$ cat config.mk
export PLATFORM = sky130hd
export DESIGN_NAME = ctm_mode_ctrl
export DESIGN_NICKNAME = d
export VERILOG_FILES = /design/src/ctm_pkg.sv /design/src/ctm_mode_ctrl.sv
export SDC_FILE = /design/constraint.sdc
export NUM_CORES = 1
export LEC_CHECK = 0
export BUFFER_PORTS_ARGS = -buffer_cell sky130_fd_sc_hd__clkbuf_2
export CAP_MARGIN = 20
export CORE_ASPECT_RATIO = 1.4
export CORE_MARGIN = 5
export CORE_UTILIZATION = 55
export CTS_CLUSTER_DIAMETER = 120
export DETAILED_ROUTE_END_ITERATION = 6
export PLACE_DENSITY = 0.8
export SLEW_MARGIN = 20
export SYNTH_ARGS = -nofsm -noshare
export SYNTH_HDL_FRONTEND = slang
export SYNTH_SLANG_ARGS = --single-unit
$ cat constraint.sdc
create_clock -name ref_clk -period 2.8 [get_ports ref_clk]
set_input_delay 0.14 -clock ref_clk [delete_from_list [all_inputs] [get_ports ref_clk]]
set_output_delay 0.14 -clock ref_clk [all_outputs]
set_load 0.02 [all_outputs]
$ cat src/ctm_pkg.sv
// Purpose: constants for the CAN operating-mode control block
// Assumes: 200 MHz ref_clk, APB register access
// Notes:   all offsets, fields, resets and timing counts live here
// Operation
// - loopback returns every transmitted frame to own receive path
// - loopback routes controller transmit output internally to its receive input
// - silent mode only receives; never drives frames or acknowledge bits
// - silent loopback self-tests on live bus without disturbing other nodes
// - single-attempt mode: no automatic retransmission, each frame tried once
// - interface up: ready lamp on, host-state lamp off
// - interface down: host-state lamp on, ready lamp off
// - transmitting while enabled: ready lamp on, host-state lamp blinks
// - ready lamp blinks fast when error-passive, slow when error-warning
// - bus-off: host-state lamp blinks slowly
`default_nettype none

package ctm_pkg;

	// ----------------------------------------
	// register offsets
	// ----------------------------------------
	localparam logic [11:0] ctm_off_ctrl   = 12'h000;
	localparam logic [11:0] ctm_off_timing = 12'h004;
	localparam logic [11:0] ctm_off_status = 12'h008;
	localparam logic [11:0] ctm_off_irq    = 12'h00C;
	localparam logic [11:0] ctm_off_mask   = 12'h010;

	// ----------------------------------------
	// control fields
	// ----------------------------------------
	localparam int ctm_ctrl_enable   = 0;
	localparam int ctm_ctrl_loopback = 1;
	localparam int ctm_ctrl_silent   = 2;
	localparam int ctm_ctrl_oneshot  = 3;
	localparam int ctm_ctrl_width    = 4;

	// ----------------------------------------
	// timing fields: bit-rate prescaler and sample point
	// ----------------------------------------
	localparam int ctm_tim_brp_lsb = 0;
	localparam int ctm_tim_brp_w   = 16;
	localparam int ctm_tim_sp_lsb  = 16;
	localparam int ctm_tim_sp_w    = 8;
	localparam int unsigned ctm_tim_brp_reset = 1600;
	localparam int unsigned ctm_tim_sp_reset  = 224;

	// ----------------------------------------
	// interrupt bits
	// ----------------------------------------
	localparam int ctm_irq_tx_done = 0;
	localparam int ctm_irq_tx_fail = 1;
	localparam int ctm_irq_err_chg = 2;
	localparam int ctm_irq_width   = 3;

	// ----------------------------------------
	// lamp blink timing
	// ----------------------------------------
	localparam int unsigned ctm_clk_mhz      = 200;
	localparam int unsigned ctm_fast_ms      = 50;
	localparam int unsigned ctm_slow_ms      = 500;
	localparam int unsigned ctm_fast_cycles  = ctm_fast_ms * ctm_clk_mhz * 1000;
	localparam int unsigned ctm_slow_cycles  = ctm_slow_ms * ctm_clk_mhz * 1000;
	localparam int ctm_blink_w = 27;

	// ----------------------------------------
	// bus error states
	// ----------------------------------------
	typedef enum logic [1:0] {
		ctm_err_active  = 2'b00,
		ctm_err_warning = 2'b01,
		ctm_err_passive = 2'b11,
		ctm_err_busoff  = 2'b10
	} ctm_err_type;

	// ----------------------------------------
	// transmit sequencing
	// ----------------------------------------
	typedef enum logic [1:0] {
		ctm_tx_idle = 2'b00,
		ctm_tx_busy = 2'b01,
		ctm_tx_done = 2'b11
	} ctm_tx_state_type;

endpackage : ctm_pkg

`default_nettype wire

$ cat src/ctm_mode_ctrl.sv
// Purpose: operating-mode, test-mode and lamp control around a CAN controller core
// Assumes: core handles bit timing and framing; all inputs synchronous to ref_clk
// Notes:   mode bits are latched into the active set only while the interface is down
`default_nettype none

module ctm_mode_ctrl #(
	parameter int unsigned fast_cycles = ctm_pkg::ctm_fast_cycles,
	parameter int unsigned slow_cycles = ctm_pkg::ctm_slow_cycles
) (
	// clock and reset
	input  wire logic        ref_clk,
	input  wire logic        reset,
	// apb slave
	input  wire logic        psel,
	input  wire logic        penable,
	input  wire logic        pwrite,
	input  wire logic [11:0] paddr,
	input  wire logic [31:0] pwdata,
	output var  logic [31:0] prdata,
	output var  logic        pready,
	output var  logic        pslverr,
	// controller core side
	input  wire logic        core_tx,
	input  wire logic        core_tx_req,
	input  wire logic        core_tx_ok,
	input  wire logic        core_tx_err,
	input  wire logic [1:0]  core_err_state,
	output var  logic        core_rx,
	output var  logic        core_enable,
	output var  logic        core_retry_abort,
	output var  logic        core_ack_inhibit,
	output var  logic [15:0] core_brp,
	output var  logic [7:0]  core_sample_point,
	// bus transceiver pins
	output var  logic        can_tx,
	input  wire logic        can_rx,
	// lamps and interrupt
	output var  logic        lamp_ready,
	output var  logic        lamp_host,
	output var  logic        irq
);

	// ----------------------------------------
	// registers
	// ----------------------------------------
	logic [ctm_pkg::ctm_ctrl_width-1:0] ctrl;
	logic [ctm_pkg::ctm_ctrl_width-1:0] active;
	logic [15:0]                        brp;
	logic [7:0]                         sp;
	logic [ctm_pkg::ctm_irq_width-1:0]  irq_status;
	logic [ctm_pkg::ctm_irq_width-1:0]  irq_mask;
	ctm_pkg::ctm_tx_state_type          tx_state;
	logic [1:0]                         err_prev;
	logic [ctm_pkg::ctm_blink_w-1:0]    fast_cnt;
	logic [ctm_pkg::ctm_blink_w-1:0]    slow_cnt;
	logic                               fast_phase;
	logic                               slow_phase;

	logic        wr_en;
	logic        rd_en;
	logic        wr_take;
	logic        loop_mode;
	logic        silent_mode;
	logic [ctm_pkg::ctm_irq_width-1:0] irq_events;
	logic [ctm_pkg::ctm_irq_width-1:0] next_irq_status;
	logic        next_lamp_ready;
	logic        next_lamp_host;

	// ----------------------------------------
	// access decode
	// ----------------------------------------
	function automatic logic addr_hit(input logic [11:0] a, input logic [11:0] off);
		addr_hit = (a == off);
	endfunction : addr_hit

	assign wr_en       = psel && penable && pwrite;
	assign rd_en       = psel && !penable && !pwrite;
	// writes land at the access edge, when pready is sampled high
	assign wr_take     = wr_en && pready;
	assign loop_mode   = active[ctm_pkg::ctm_ctrl_loopback];
	// both set collapses to silent loopback
	assign silent_mode = active[ctm_pkg::ctm_ctrl_silent];

	// ----------------------------------------
	// apb access: zero wait states
	// ----------------------------------------
	always_ff @(posedge ref_clk) begin
		if (reset) begin
			pready  <= 1'b0;
			pslverr <= 1'b0;
		end else begin
			pready  <= psel && !penable;
			// unmapped offsets answer with an error; writes there are dropped
			pslverr <= psel && !penable && !(addr_hit(paddr, ctm_pkg::ctm_off_ctrl)
				|| addr_hit(paddr, ctm_pkg::ctm_off_timing) || addr_hit(paddr, ctm_pkg::ctm_off_status)
				|| addr_hit(paddr, ctm_pkg::ctm_off_irq) || addr_hit(paddr, ctm_pkg::ctm_off_mask));
		end
	end

	// ----------------------------------------
	// apb read data: captured in the setup cycle
	// ----------------------------------------
	always_ff @(posedge ref_clk) begin
		if (reset) begin
			prdata <= 32'h0000_0000;
		end else if (rd_en) begin
			prdata <= 32'h0000_0000;
			if (addr_hit(paddr, ctm_pkg::ctm_off_ctrl))
				prdata[ctm_pkg::ctm_ctrl_width-1:0] <= ctrl;
			if (addr_hit(paddr, ctm_pkg::ctm_off_timing))
				prdata[23:0] <= {sp, brp};
			if (addr_hit(paddr, ctm_pkg::ctm_off_status))
				prdata[7:0] <= {err_prev, tx_state, active};
			if (addr_hit(paddr, ctm_pkg::ctm_off_irq))
				prdata[ctm_pkg::ctm_irq_width-1:0] <= irq_status;
			if (addr_hit(paddr, ctm_pkg::ctm_off_mask))
				prdata[ctm_pkg::ctm_irq_width-1:0] <= irq_mask;
		end
	end

	// ----------------------------------------
	// control and timing registers
	// ----------------------------------------
	always_ff @(posedge ref_clk) begin
		if (reset) begin
			ctrl <= '0;
			brp  <= 16'(ctm_pkg::ctm_tim_brp_reset);
			sp   <= 8'(ctm_pkg::ctm_tim_sp_reset);
		end else if (wr_take) begin
			if (addr_hit(paddr, ctm_pkg::ctm_off_ctrl))
				ctrl <= pwdata[ctm_pkg::ctm_ctrl_width-1:0];
			// timing is frozen while up; host must program it first
			if (addr_hit(paddr, ctm_pkg::ctm_off_timing) && !active[ctm_pkg::ctm_ctrl_enable]) begin
				brp <= pwdata[ctm_pkg::ctm_tim_brp_lsb +: ctm_pkg::ctm_tim_brp_w];
				sp  <= pwdata[ctm_pkg::ctm_tim_sp_lsb +: ctm_pkg::ctm_tim_sp_w];
			end
		end
	end

	// ----------------------------------------
	// mode latch
	// ----------------------------------------
	// mode bits only follow while disabled so a live frame is never cut
	always_ff @(posedge ref_clk) begin
		if (reset) begin
			active <= '0;
		end else if (!active[ctm_pkg::ctm_ctrl_enable]) begin
			active <= ctrl;
		end else begin
			active[ctm_pkg::ctm_ctrl_enable] <= ctrl[ctm_pkg::ctm_ctrl_enable];
		end
	end

	// ----------------------------------------
	// test-mode routing
	// ----------------------------------------
	always_ff @(posedge ref_clk) begin
		if (reset) begin
			can_tx <= 1'b1;
		end else begin
			// silent keeps pin recessive: no frames, no ack
			can_tx <= (silent_mode || !active[ctm_pkg::ctm_ctrl_enable]) ? 1'b1 : core_tx;
		end
	end

	always_ff @(posedge ref_clk) begin
		if (reset) begin
			core_rx <= 1'b1;
		end else begin
			// loopback feeds tx back to rx; bus ignored
			core_rx <= loop_mode ? core_tx : can_rx;
		end
	end

	// ----------------------------------------
	// controller core controls
	// ----------------------------------------
	always_ff @(posedge ref_clk) begin
		if (reset) begin
			core_enable      <= 1'b0;
			core_ack_inhibit <= 1'b0;
			core_retry_abort <= 1'b0;
		end else begin
			core_enable      <= active[ctm_pkg::ctm_ctrl_enable];
			core_ack_inhibit <= silent_mode;
			core_retry_abort <= active[ctm_pkg::ctm_ctrl_oneshot];
		end
	end

	// bit timing reaches the core one cycle after the register
	always_ff @(posedge ref_clk) begin
		if (reset) begin
			core_brp          <= 16'h0000;
			core_sample_point <= 8'h00;
		end else begin
			core_brp          <= brp;
			core_sample_point <= sp;
		end
	end

	// ----------------------------------------
	// transmit tracking: one attempt in one-shot mode
	// ----------------------------------------
	always_ff @(posedge ref_clk) begin
		if (reset) begin
			tx_state <= ctm_pkg::ctm_tx_idle;
		end else begin
			unique case (tx_state)
				ctm_pkg::ctm_tx_idle:
					if (core_tx_req && active[ctm_pkg::ctm_ctrl_enable])
						tx_state <= ctm_pkg::ctm_tx_busy;
				// without one-shot an error keeps the frame busy while the core retries
				ctm_pkg::ctm_tx_busy:
					if (core_tx_ok || (core_tx_err && active[ctm_pkg::ctm_ctrl_oneshot]))
						tx_state <= ctm_pkg::ctm_tx_done;
					else if (!active[ctm_pkg::ctm_ctrl_enable])
						tx_state <= ctm_pkg::ctm_tx_idle;
				ctm_pkg::ctm_tx_done:
					tx_state <= ctm_pkg::ctm_tx_idle;
				default:
					tx_state <= ctm_pkg::ctm_tx_idle;
			endcase
		end
	end

	// ----------------------------------------
	// interrupts: set wins over write-one clear
	// ----------------------------------------
	always_comb begin
		irq_events = '0;
		irq_events[ctm_pkg::ctm_irq_tx_done] = (tx_state == ctm_pkg::ctm_tx_busy) && core_tx_ok;
		irq_events[ctm_pkg::ctm_irq_tx_fail] = (tx_state == ctm_pkg::ctm_tx_busy) && core_tx_err
			&& active[ctm_pkg::ctm_ctrl_oneshot];
		irq_events[ctm_pkg::ctm_irq_err_chg] = (core_err_state != err_prev);
		next_irq_status = irq_status;
		if (wr_take && addr_hit(paddr, ctm_pkg::ctm_off_irq))
			next_irq_status = irq_status & ~pwdata[ctm_pkg::ctm_irq_width-1:0];
		next_irq_status = next_irq_status | irq_events;
	end

	always_ff @(posedge ref_clk) begin
		if (reset) begin
			irq_status <= '0;
			err_prev   <= 2'b00;
		end else begin
			irq_status <= next_irq_status;
			err_prev   <= core_err_state;
		end
	end

	always_ff @(posedge ref_clk) begin
		if (reset) begin
			irq_mask <= '0;
		end else if (wr_take && addr_hit(paddr, ctm_pkg::ctm_off_mask)) begin
			irq_mask <= pwdata[ctm_pkg::ctm_irq_width-1:0];
		end
	end

	// ----------------------------------------
	// interrupt output: a set mask bit hides its event
	// ----------------------------------------
	// built from the next status so a new event raises irq without an extra cycle
	always_ff @(posedge ref_clk) begin
		if (reset) begin
			irq <= 1'b0;
		end else begin
			irq <= |(next_irq_status & ~irq_mask);
		end
	end

	// ----------------------------------------
	// blink generators
	// ----------------------------------------
	// phases run free, so the first blink after a state change may be short
	always_ff @(posedge ref_clk) begin
		if (reset) begin
			fast_cnt   <= '0;
			fast_phase <= 1'b0;
		end else if (fast_cnt == ctm_pkg::ctm_blink_w'(fast_cycles - 1)) begin
			fast_cnt   <= '0;
			fast_phase <= !fast_phase;
		end else begin
			fast_cnt <= fast_cnt + 1'b1;
		end
	end

	always_ff @(posedge ref_clk) begin
		if (reset) begin
			slow_cnt   <= '0;
			slow_phase <= 1'b0;
		end else if (slow_cnt == ctm_pkg::ctm_blink_w'(slow_cycles - 1)) begin
			slow_cnt   <= '0;
			slow_phase <= !slow_phase;
		end else begin
			slow_cnt <= slow_cnt + 1'b1;
		end
	end

	// ----------------------------------------
	// lamps: bus-off and error states outrank activity
	// ----------------------------------------
	always_comb begin
		if (!active[ctm_pkg::ctm_ctrl_enable]) begin
			next_lamp_ready = 1'b0;
			next_lamp_host  = 1'b1;
		end else if (core_err_state == ctm_pkg::ctm_err_busoff) begin
			next_lamp_ready = 1'b0;
			next_lamp_host  = slow_phase;
		end else if (core_err_state == ctm_pkg::ctm_err_passive) begin
			next_lamp_ready = fast_phase;
			next_lamp_host  = 1'b0;
		end else if (core_err_state == ctm_pkg::ctm_err_warning) begin
			next_lamp_ready = slow_phase;
			next_lamp_host  = 1'b0;
		end else if (tx_state == ctm_pkg::ctm_tx_busy) begin
			next_lamp_ready = 1'b1;
			next_lamp_host  = fast_phase;
		end else begin
			next_lamp_ready = 1'b1;
			next_lamp_host  = 1'b0;
		end
	end

	// ----------------------------------------
	// lamp outputs
	// ----------------------------------------
	always_ff @(posedge ref_clk) begin
		if (reset) begin
			lamp_ready <= 1'b0;
			lamp_host  <= 1'b1;
		end else begin
			lamp_ready <= next_lamp_ready;
			lamp_host  <= next_lamp_host;
		end
	end

endmodule : ctm_mode_ctrl

`default_nettype wire

==> qor.yml, run 1 <==
cts_buffers: 17
synthesis.area_um2: 6160
skew_ps: 7.004
synth_cell_types: 54
finalHoldViolCount: 0
detail_route.first_pass.iterations: 5
holdBufCountCts: 24
final_cell_count_no_fill: 954
nets: 858
dieArea_um2: 13450
grt_pass1_vias: 5093
io_buffers: 105
grt_pass1_wl_um: 23900
timing.final.crit_share_pct: 77.84
antenna_found_initial: 0
busiest_layer: "met2"
finalWirelength_um: 14430
max_slew_margin_pct: 46.36
vias: 5182
met3_usage_pct: 4.997
critPathKind: "reg -> reg"
ys_ff_latch: 156
dp_cells: 898
place_area_um2: 6731
vias_per_cell: 5.432
synth_common_cells: "156 x dfxtp_1, 100 x nor2_1, 65 x nand2_1"
rsz0062_at_grt: "no"
setup_tns_ps: 0
postCtsSetupBuffers: 0
cts_resized: 0
ys_seq_area_share_pct: 50.70
synthArstFlopShare_pct: 0
nFillCells: 836
yosysTopAreaCell: "dfxtp_1"
status: "finished, final reports clean"
synth-edff-count: 0
worstMarginPinSlew_ps: 798.0
grt_use_met1_pct: 24.44
syn_inst: 679
cts_sinks: 156
cap_violations: 0
crit_chain: "ha_1 -> nand3_1 -> or2_2 -> nor4_1 -> or2_1 -> buf_4 -> nor2_1"
maxSlewViolCount: 0
power_density_nw_per_um2: 635.3
cp-end-kind: "flip-flop"
setup_violations: 0
total_leakage_power_nw: 2.980
ys_warn_count: 0
clock_latency_ps: 420
synth_most_common_cell: "dfxtp_1"
vdd_drop_max_mv: 0.4153
finish.instance_area_um2: 7594
hold_path_depth: 3
synthTopCellsByArea: "dfxtp_1 51%, nor2_1 6.1%, xor2_1 4.6%"
drc_errors: 0
core_area_um2: 10920
post_drt_wl_per_cell_um: 15.13
overflow: 0
ios: 122
die_h_um: 135.2
synth_top_area_share_pct: 50.70
rows: 45
fmax_mhz: 458.8
gr-usage-all-layers_pct: 22.04
use_met2_pct: 40.21
cts_tree: "done"
die_w_um: 99.44
gp_congestion: 0.8719
ys.flop_type: "dfxtp_1"
cts_buffer_depth: 2
min_period_ps: 2180
start_util_pct: 56.39
synth.avg_cell_area_um2: 9.072
area_delta_synth_final_pct: 23.28
worstSetupStartpointType: "flip-flop"
root_buffer: "clkbuf_16"
ff2ff_path_depth: 7
drt-initial-drc-count: 198
clock_tree.htree_level_count: 4
drive_gt1_share_pct: 19.93
grt_max_degree: 63
cp_max_fo: 26
dp_hpwl_um: 9926
crit_path_top_delay_cell: "nor4_1"
drtAntennaViolNets: 0
antennaDiodeCount: 0
min_path_type: "in -> reg"
worstPathArrival_ps: 2480
slowest_delay_ps: 460
cp.required_ps: 3100
path_clk_slew_ps: 60
-- area by class of cell --
cell class | instances | area, um^2 | share of cell area, %
flip-flops and latches | 156 | 3123 | 41.13
multi-input cells | 471 | 2773 | 36.51
clock buffers | 18 | 439.2 | 5.783
clock inverters | 14 | 182.7 | 2.406
well taps | 141 | 176.4 | 2.323
repair buffers | 139 | 843.3 | 11.11
inverters | 15 | 56.30 | 0.7415
-- state kept, by name, indices dropped and copies added, names as in the netlist, 4 cells and up --
signal             flops
fast_cnt              27
slow_cnt              27
prdata                24
brp                   16
core_brp              16
core_sample_point      8
sp                     8
active                 4
ctrl                   4
-- cells in the final DEF, fill, tap and decap left out, drive strengths merged, types with 3 or more instances in the layout --
master | synthesis | routed
a211oi | 4 | 4
dfxtp | 156 | 156
dlygate4sd3 | 0 | 24
clkinv | 0 | 3
or2 | 7 | 7
a22o | 4 | 4
nand3 | 23 | 23
or3 | 3 | 3
nand2b | 3 | 3
conb | 1 | 8
nand2 | 65 | 65
nand3b | 3 | 3
bufinv | 0 | 3
a22oi | 16 | 16
nor4 | 16 | 16
xor2 | 32 | 32
clkbuf | 22 | 122
buf | 22 | 11
o21ai | 8 | 8
nor3 | 19 | 19
nor2b | 33 | 33
inv | 15 | 21
nor2 | 100 | 100
and3 | 8 | 8
xnor2 | 22 | 22
mux2i | 12 | 12
a21oi | 30 | 30
or4 | 3 | 3
and2 | 4 | 4
and4 | 6 | 6
nand4 | 19 | 19
-- final timing paths --
kind               start           end  slack, ps
min reg2reg    prdata[7]     prdata[7]        460
max          slow_cnt[0]  slow_cnt[12]        620
max reg2reg  slow_cnt[0]  slow_cnt[12]        620
min            pwdata[2]        brp[2]         10
-- power by group --
part | switching [W] | internal (W)
Clock | 0.000931 | 0.00145
Combinational | 0.000116 | 0.0000794
Sequential | 0.0000126 | 0.00224
Total | 0.00106 | 0.00376
-- through the flow --
stage | total power [W] | setup WS (ps) | hold WS, ps | utilization, %
3_3_place_gp | 0.002461 | 688.4 | 364.6 | 61.63
3_5_place_dp | 0.002467 | 649.5 | 362.1 | 61.63
2_1_floorplan | 0.002410 | 827.8 | 242.3 | -
5_1_grt | 0.004986 | 381.9 | 20.76 | 69.52
4_1_cts | 0.004856 | 630.8 | 1.274 | 69.52
6_report | 0.004824 | 620.3 | 14.11 | 69.52
-- per-layer routing --
metal / up-vias / part of all wire (%)
met3: 31 / 6.0
li1: 2540 / -
met4: 0 / 2.7
met1: 2448 / 38
met2: 163 / 54
met5: - / 0
-- critical path, delay by kind of cell, from the launching register on --
family,cells,cell delay [ps]
buf+inv,1,260
flops,1,370
fa+ha+maj,1,250
simple gates,5,1170
-- cells by family (layout without fill, tap and decap cells) --
logic type               count (synthesis)  count (layout)  share of synthesized area (%)
AO/OA/AOI/OAI                           75              75                          7.882
XOR/XNOR                                54              54                          7.678
adder cells (fa/ha/maj)                  2               2                         0.4062
buffers and inverters                   59             186                          4.713
flip-flops                             156             156                          50.70
multiplexers                            12              12                          1.950
other                                    1               8                        0.06088
AND/OR/NAND/NOR                        320             320                          26.61
No activity file was read; power rests on OpenSTA's default activity.
==> run 2: changes to the inputs <==
==> constraint.sdc (replaced) <==
create_clock -name ref_clk -period 2.1 [get_ports ref_clk]
set_input_delay 0.105 -clock ref_clk [delete_from_list [all_inputs] [get_ports ref_clk]]
set_output_delay 0.105 -clock ref_clk [all_outputs]
set_load 0.02 [all_outputs]
==> qor.yml, run 2 (synthesis results as in run 1) <==
slowest_delay_ps: 360  # was 460 ps
vias_per_cell: 5.363  # was 5.432
dieArea_um2: 13450  # unchanged
io_buffers: 105  # unchanged
rsz0062_at_grt: "no"  # unchanged
r2r_end: "slow_cnt[25]"  # was slow_cnt[12]
drtAntennaViolNets: 0  # unchanged
area_delta_synth_final_pct: 25.09  # was 23.28%
max_slew_margin_pct: 61.26  # was 46.36%
die_w_um: 99.44  # unchanged
grt_pass1_wl_um: 24220  # was 23900 um
cp-end-kind: "flip-flop"  # unchanged
hold_path_depth: 3  # unchanged
power_density_nw_per_um2: 801.1  # was 635.3 nW/um^2
crit_chain: "ha_1 -> nand3_1 -> or2_2 -> nor4_2 -> or2_1 -> buf_12 -> nor2_1"  # was ha_1 -> nand3_1 -> or2_2 -> nor4_1 -> or2_1 -> buf_4 -> nor2_1
drc_errors: 0  # unchanged
place_ws_ps: 120.1  # was 649.5 ps
clock_latency_ps: 420  # about the same
layout_common_cells: "156 x dfxtp_1, 104 x clkbuf_2, 100 x nor2_1, 65 x nand2_1, 33 x nor2b_1"  # unchanged
dp_hpwl_um: 9892  # was 9926 um
worstPathArrival_ps: 2220  # was 2480 ps
multi_input_area_um2: 2779  # was 2773 um^2
rows: 45  # unchanged
cp.required_ps: 2400  # was 3100 ps
die_h_um: 135.2  # unchanged
nFillCells: 799  # was 836
cts_tree: "done"  # unchanged
final_cell_count_no_fill: 965  # was 954
min_path_type: "in -> reg"  # unchanged
crit_path_top_delay_cell: "dfxtp_1"  # was nor4_1
antennaDiodeCount: 0  # unchanged
setup_ws_ps: 182.4  # was 620.3 ps
overflow: 0  # unchanged
start_util_pct: 56.39  # unchanged
gr-usage-all-layers_pct: 22.22  # was 22.04%
setup_violations: 0  # unchanged
core_area_um2: 10920  # unchanged
reg2reg_slack_ps: 180  # was 620 ps
fmax_mhz: 521.5  # was 458.8 MHz
dp_cells: 905  # was 898
grt_max_degree: 72  # was 63
regArea_um2: 3123  # unchanged
postCtsSetupBuffers: 0  # unchanged
setup_tns_ps: 0  # unchanged
clock_tree.htree_level_count: 4  # unchanged
cap_violations: 0  # unchanged
root_buffer: "clkbuf_16"  # unchanged
min_period_ps: 1918  # was 2180 ps
vias: 5175  # was 5182
antenna_found_initial: 0  # unchanged
whs_endpoint: "brp[1]"  # was brp[2]
maxSlewViolCount: 0  # unchanged
drive_gt1_share_pct: 20.51  # was 19.93%
path_clk_slew_ps: 60  # about the same
timing.final.crit_share_pct: 91.31  # was 77.84%
nets: 869  # was 858
final_common_cell: "dfxtp_1"  # unchanged
drt-initial-drc-count: 220  # was 198
hp-start: "pwdata[1]"  # was pwdata[2]
total_leakage_power_nw: 3.025  # was 2.980 nW
gp_congestion: 0.8340  # was 0.8719
biggestRegsByFlops: "fast_cnt x27, slow_cnt x27, prdata x24"  # unchanged
critPathKind: "reg -> reg"  # unchanged
cts_buffer_depth: 2  # unchanged
post_drt_wl_per_cell_um: 14.90  # was 15.13 um
worstSetupStartpointType: "flip-flop"  # unchanged
worstMarginPinSlew_ps: 576.7  # was 798.0 ps
grt_pass1_vias: 5166  # was 5093
r2r_start: "slow_cnt[0]"  # unchanged
ios: 122  # unchanged
finalWirelength_um: 14380  # was 14430 um
cts_sinks: 156  # unchanged
status: "finished, final reports clean"  # unchanged
skew_ps: 5.001  # was 7.004 ps
finalHoldViolCount: 0  # unchanged
cp_max_fo: 26  # unchanged
ff2ff_path_depth: 7  # unchanged
detail_route.first_pass.iterations: 7  # was 5
cts_buffers: 17  # unchanged
vdd_drop_max_mv: 0.5694  # was 0.4153 mV
==> run 2: cell types whose count changed in the layout (fill, tap and decap cells not counted), moves of 2 or more <==
cell,previous run,this run
buf_12,0,5
bufinv_16,3,1
inv_6,5,1
dlygate4sd3_1,24,28
clkinv_4,2,5
buf_4,11,13
==> run 2: cell type report <==
cell class / instances / share of cell area (%)
clock inverter: 12 / 1.494
sequential: 156 / 40.53
multi-input combinational: 471 / 36.07
timing repair buffer: 150 / 12.96
tap: 141 / 2.290
clock buffer: 20 / 5.927
inverter: 15 / 0.7308
==> run 2: critical path, delay by kind of cell (launching register included) <==
kind                       cells  cell delay, ps
adders and majority gates      1             250
and+or+nand+nor                5            1020
DFF                            1             360
buffers and inverters          1             180
==> run 2: how the worst max path moves through the flow <==
stage                     start           end  slack (ps)  depth (start not counted)
finish              slow_cnt[0]  slow_cnt[25]         180                          7
global route        slow_cnt[0]  slow_cnt[25]          20                          7
CTS                 slow_cnt[0]  slow_cnt[25]         100                          7
detailed placement     paddr[9]           irq         120                          6
global placement       paddr[9]           irq         140                          6
floorplan           slow_cnt[0]  slow_cnt[14]         130                          9
==> run 2: where the power goes <==
part / switching [W] / total, W / internal [W] / leakage (nW)
Sequential: 0.0000155 / 0.00300 / 0.00299 / 1.26
Combinational: 0.000157 / 0.000277 / 0.000119 / 1.49
Clock: 0.00120 / 0.00289 / 0.00170 / 0.273
Total: 0.00137 / 0.00617 / 0.00480 / 3.02
==> run 2: routing by layer <==
metal,track usage (%),share of wire [%]
met1,24.48,39
met2,40.40,53
met3,4.688,6.2
met4,10.25,2.4
met5,0,0
==> run 2: what timing repair did <==
action / CTS / global route
hold buffers: 28 / 0
resized for setup: 0 / 1
endpoints found under the setup margin: 0 / 27
hold endpoints to repair: 32 / 0
==> run 2: per-stage QoR <==
stage                     util [%]  instance area [um^2]  hold WS (ps)  power [W]
after floorplan                  -                  6186         207.3   0.003213
after global placement       62.68                  6847         329.9   0.003293
after detailed placement     62.68                  6847         336.1   0.003299
after CTS                    70.48                  7699         1.820   0.006207
after global routing         70.54                  7705         27.31   0.006395
final                        70.54                  7705         14.90   0.006173
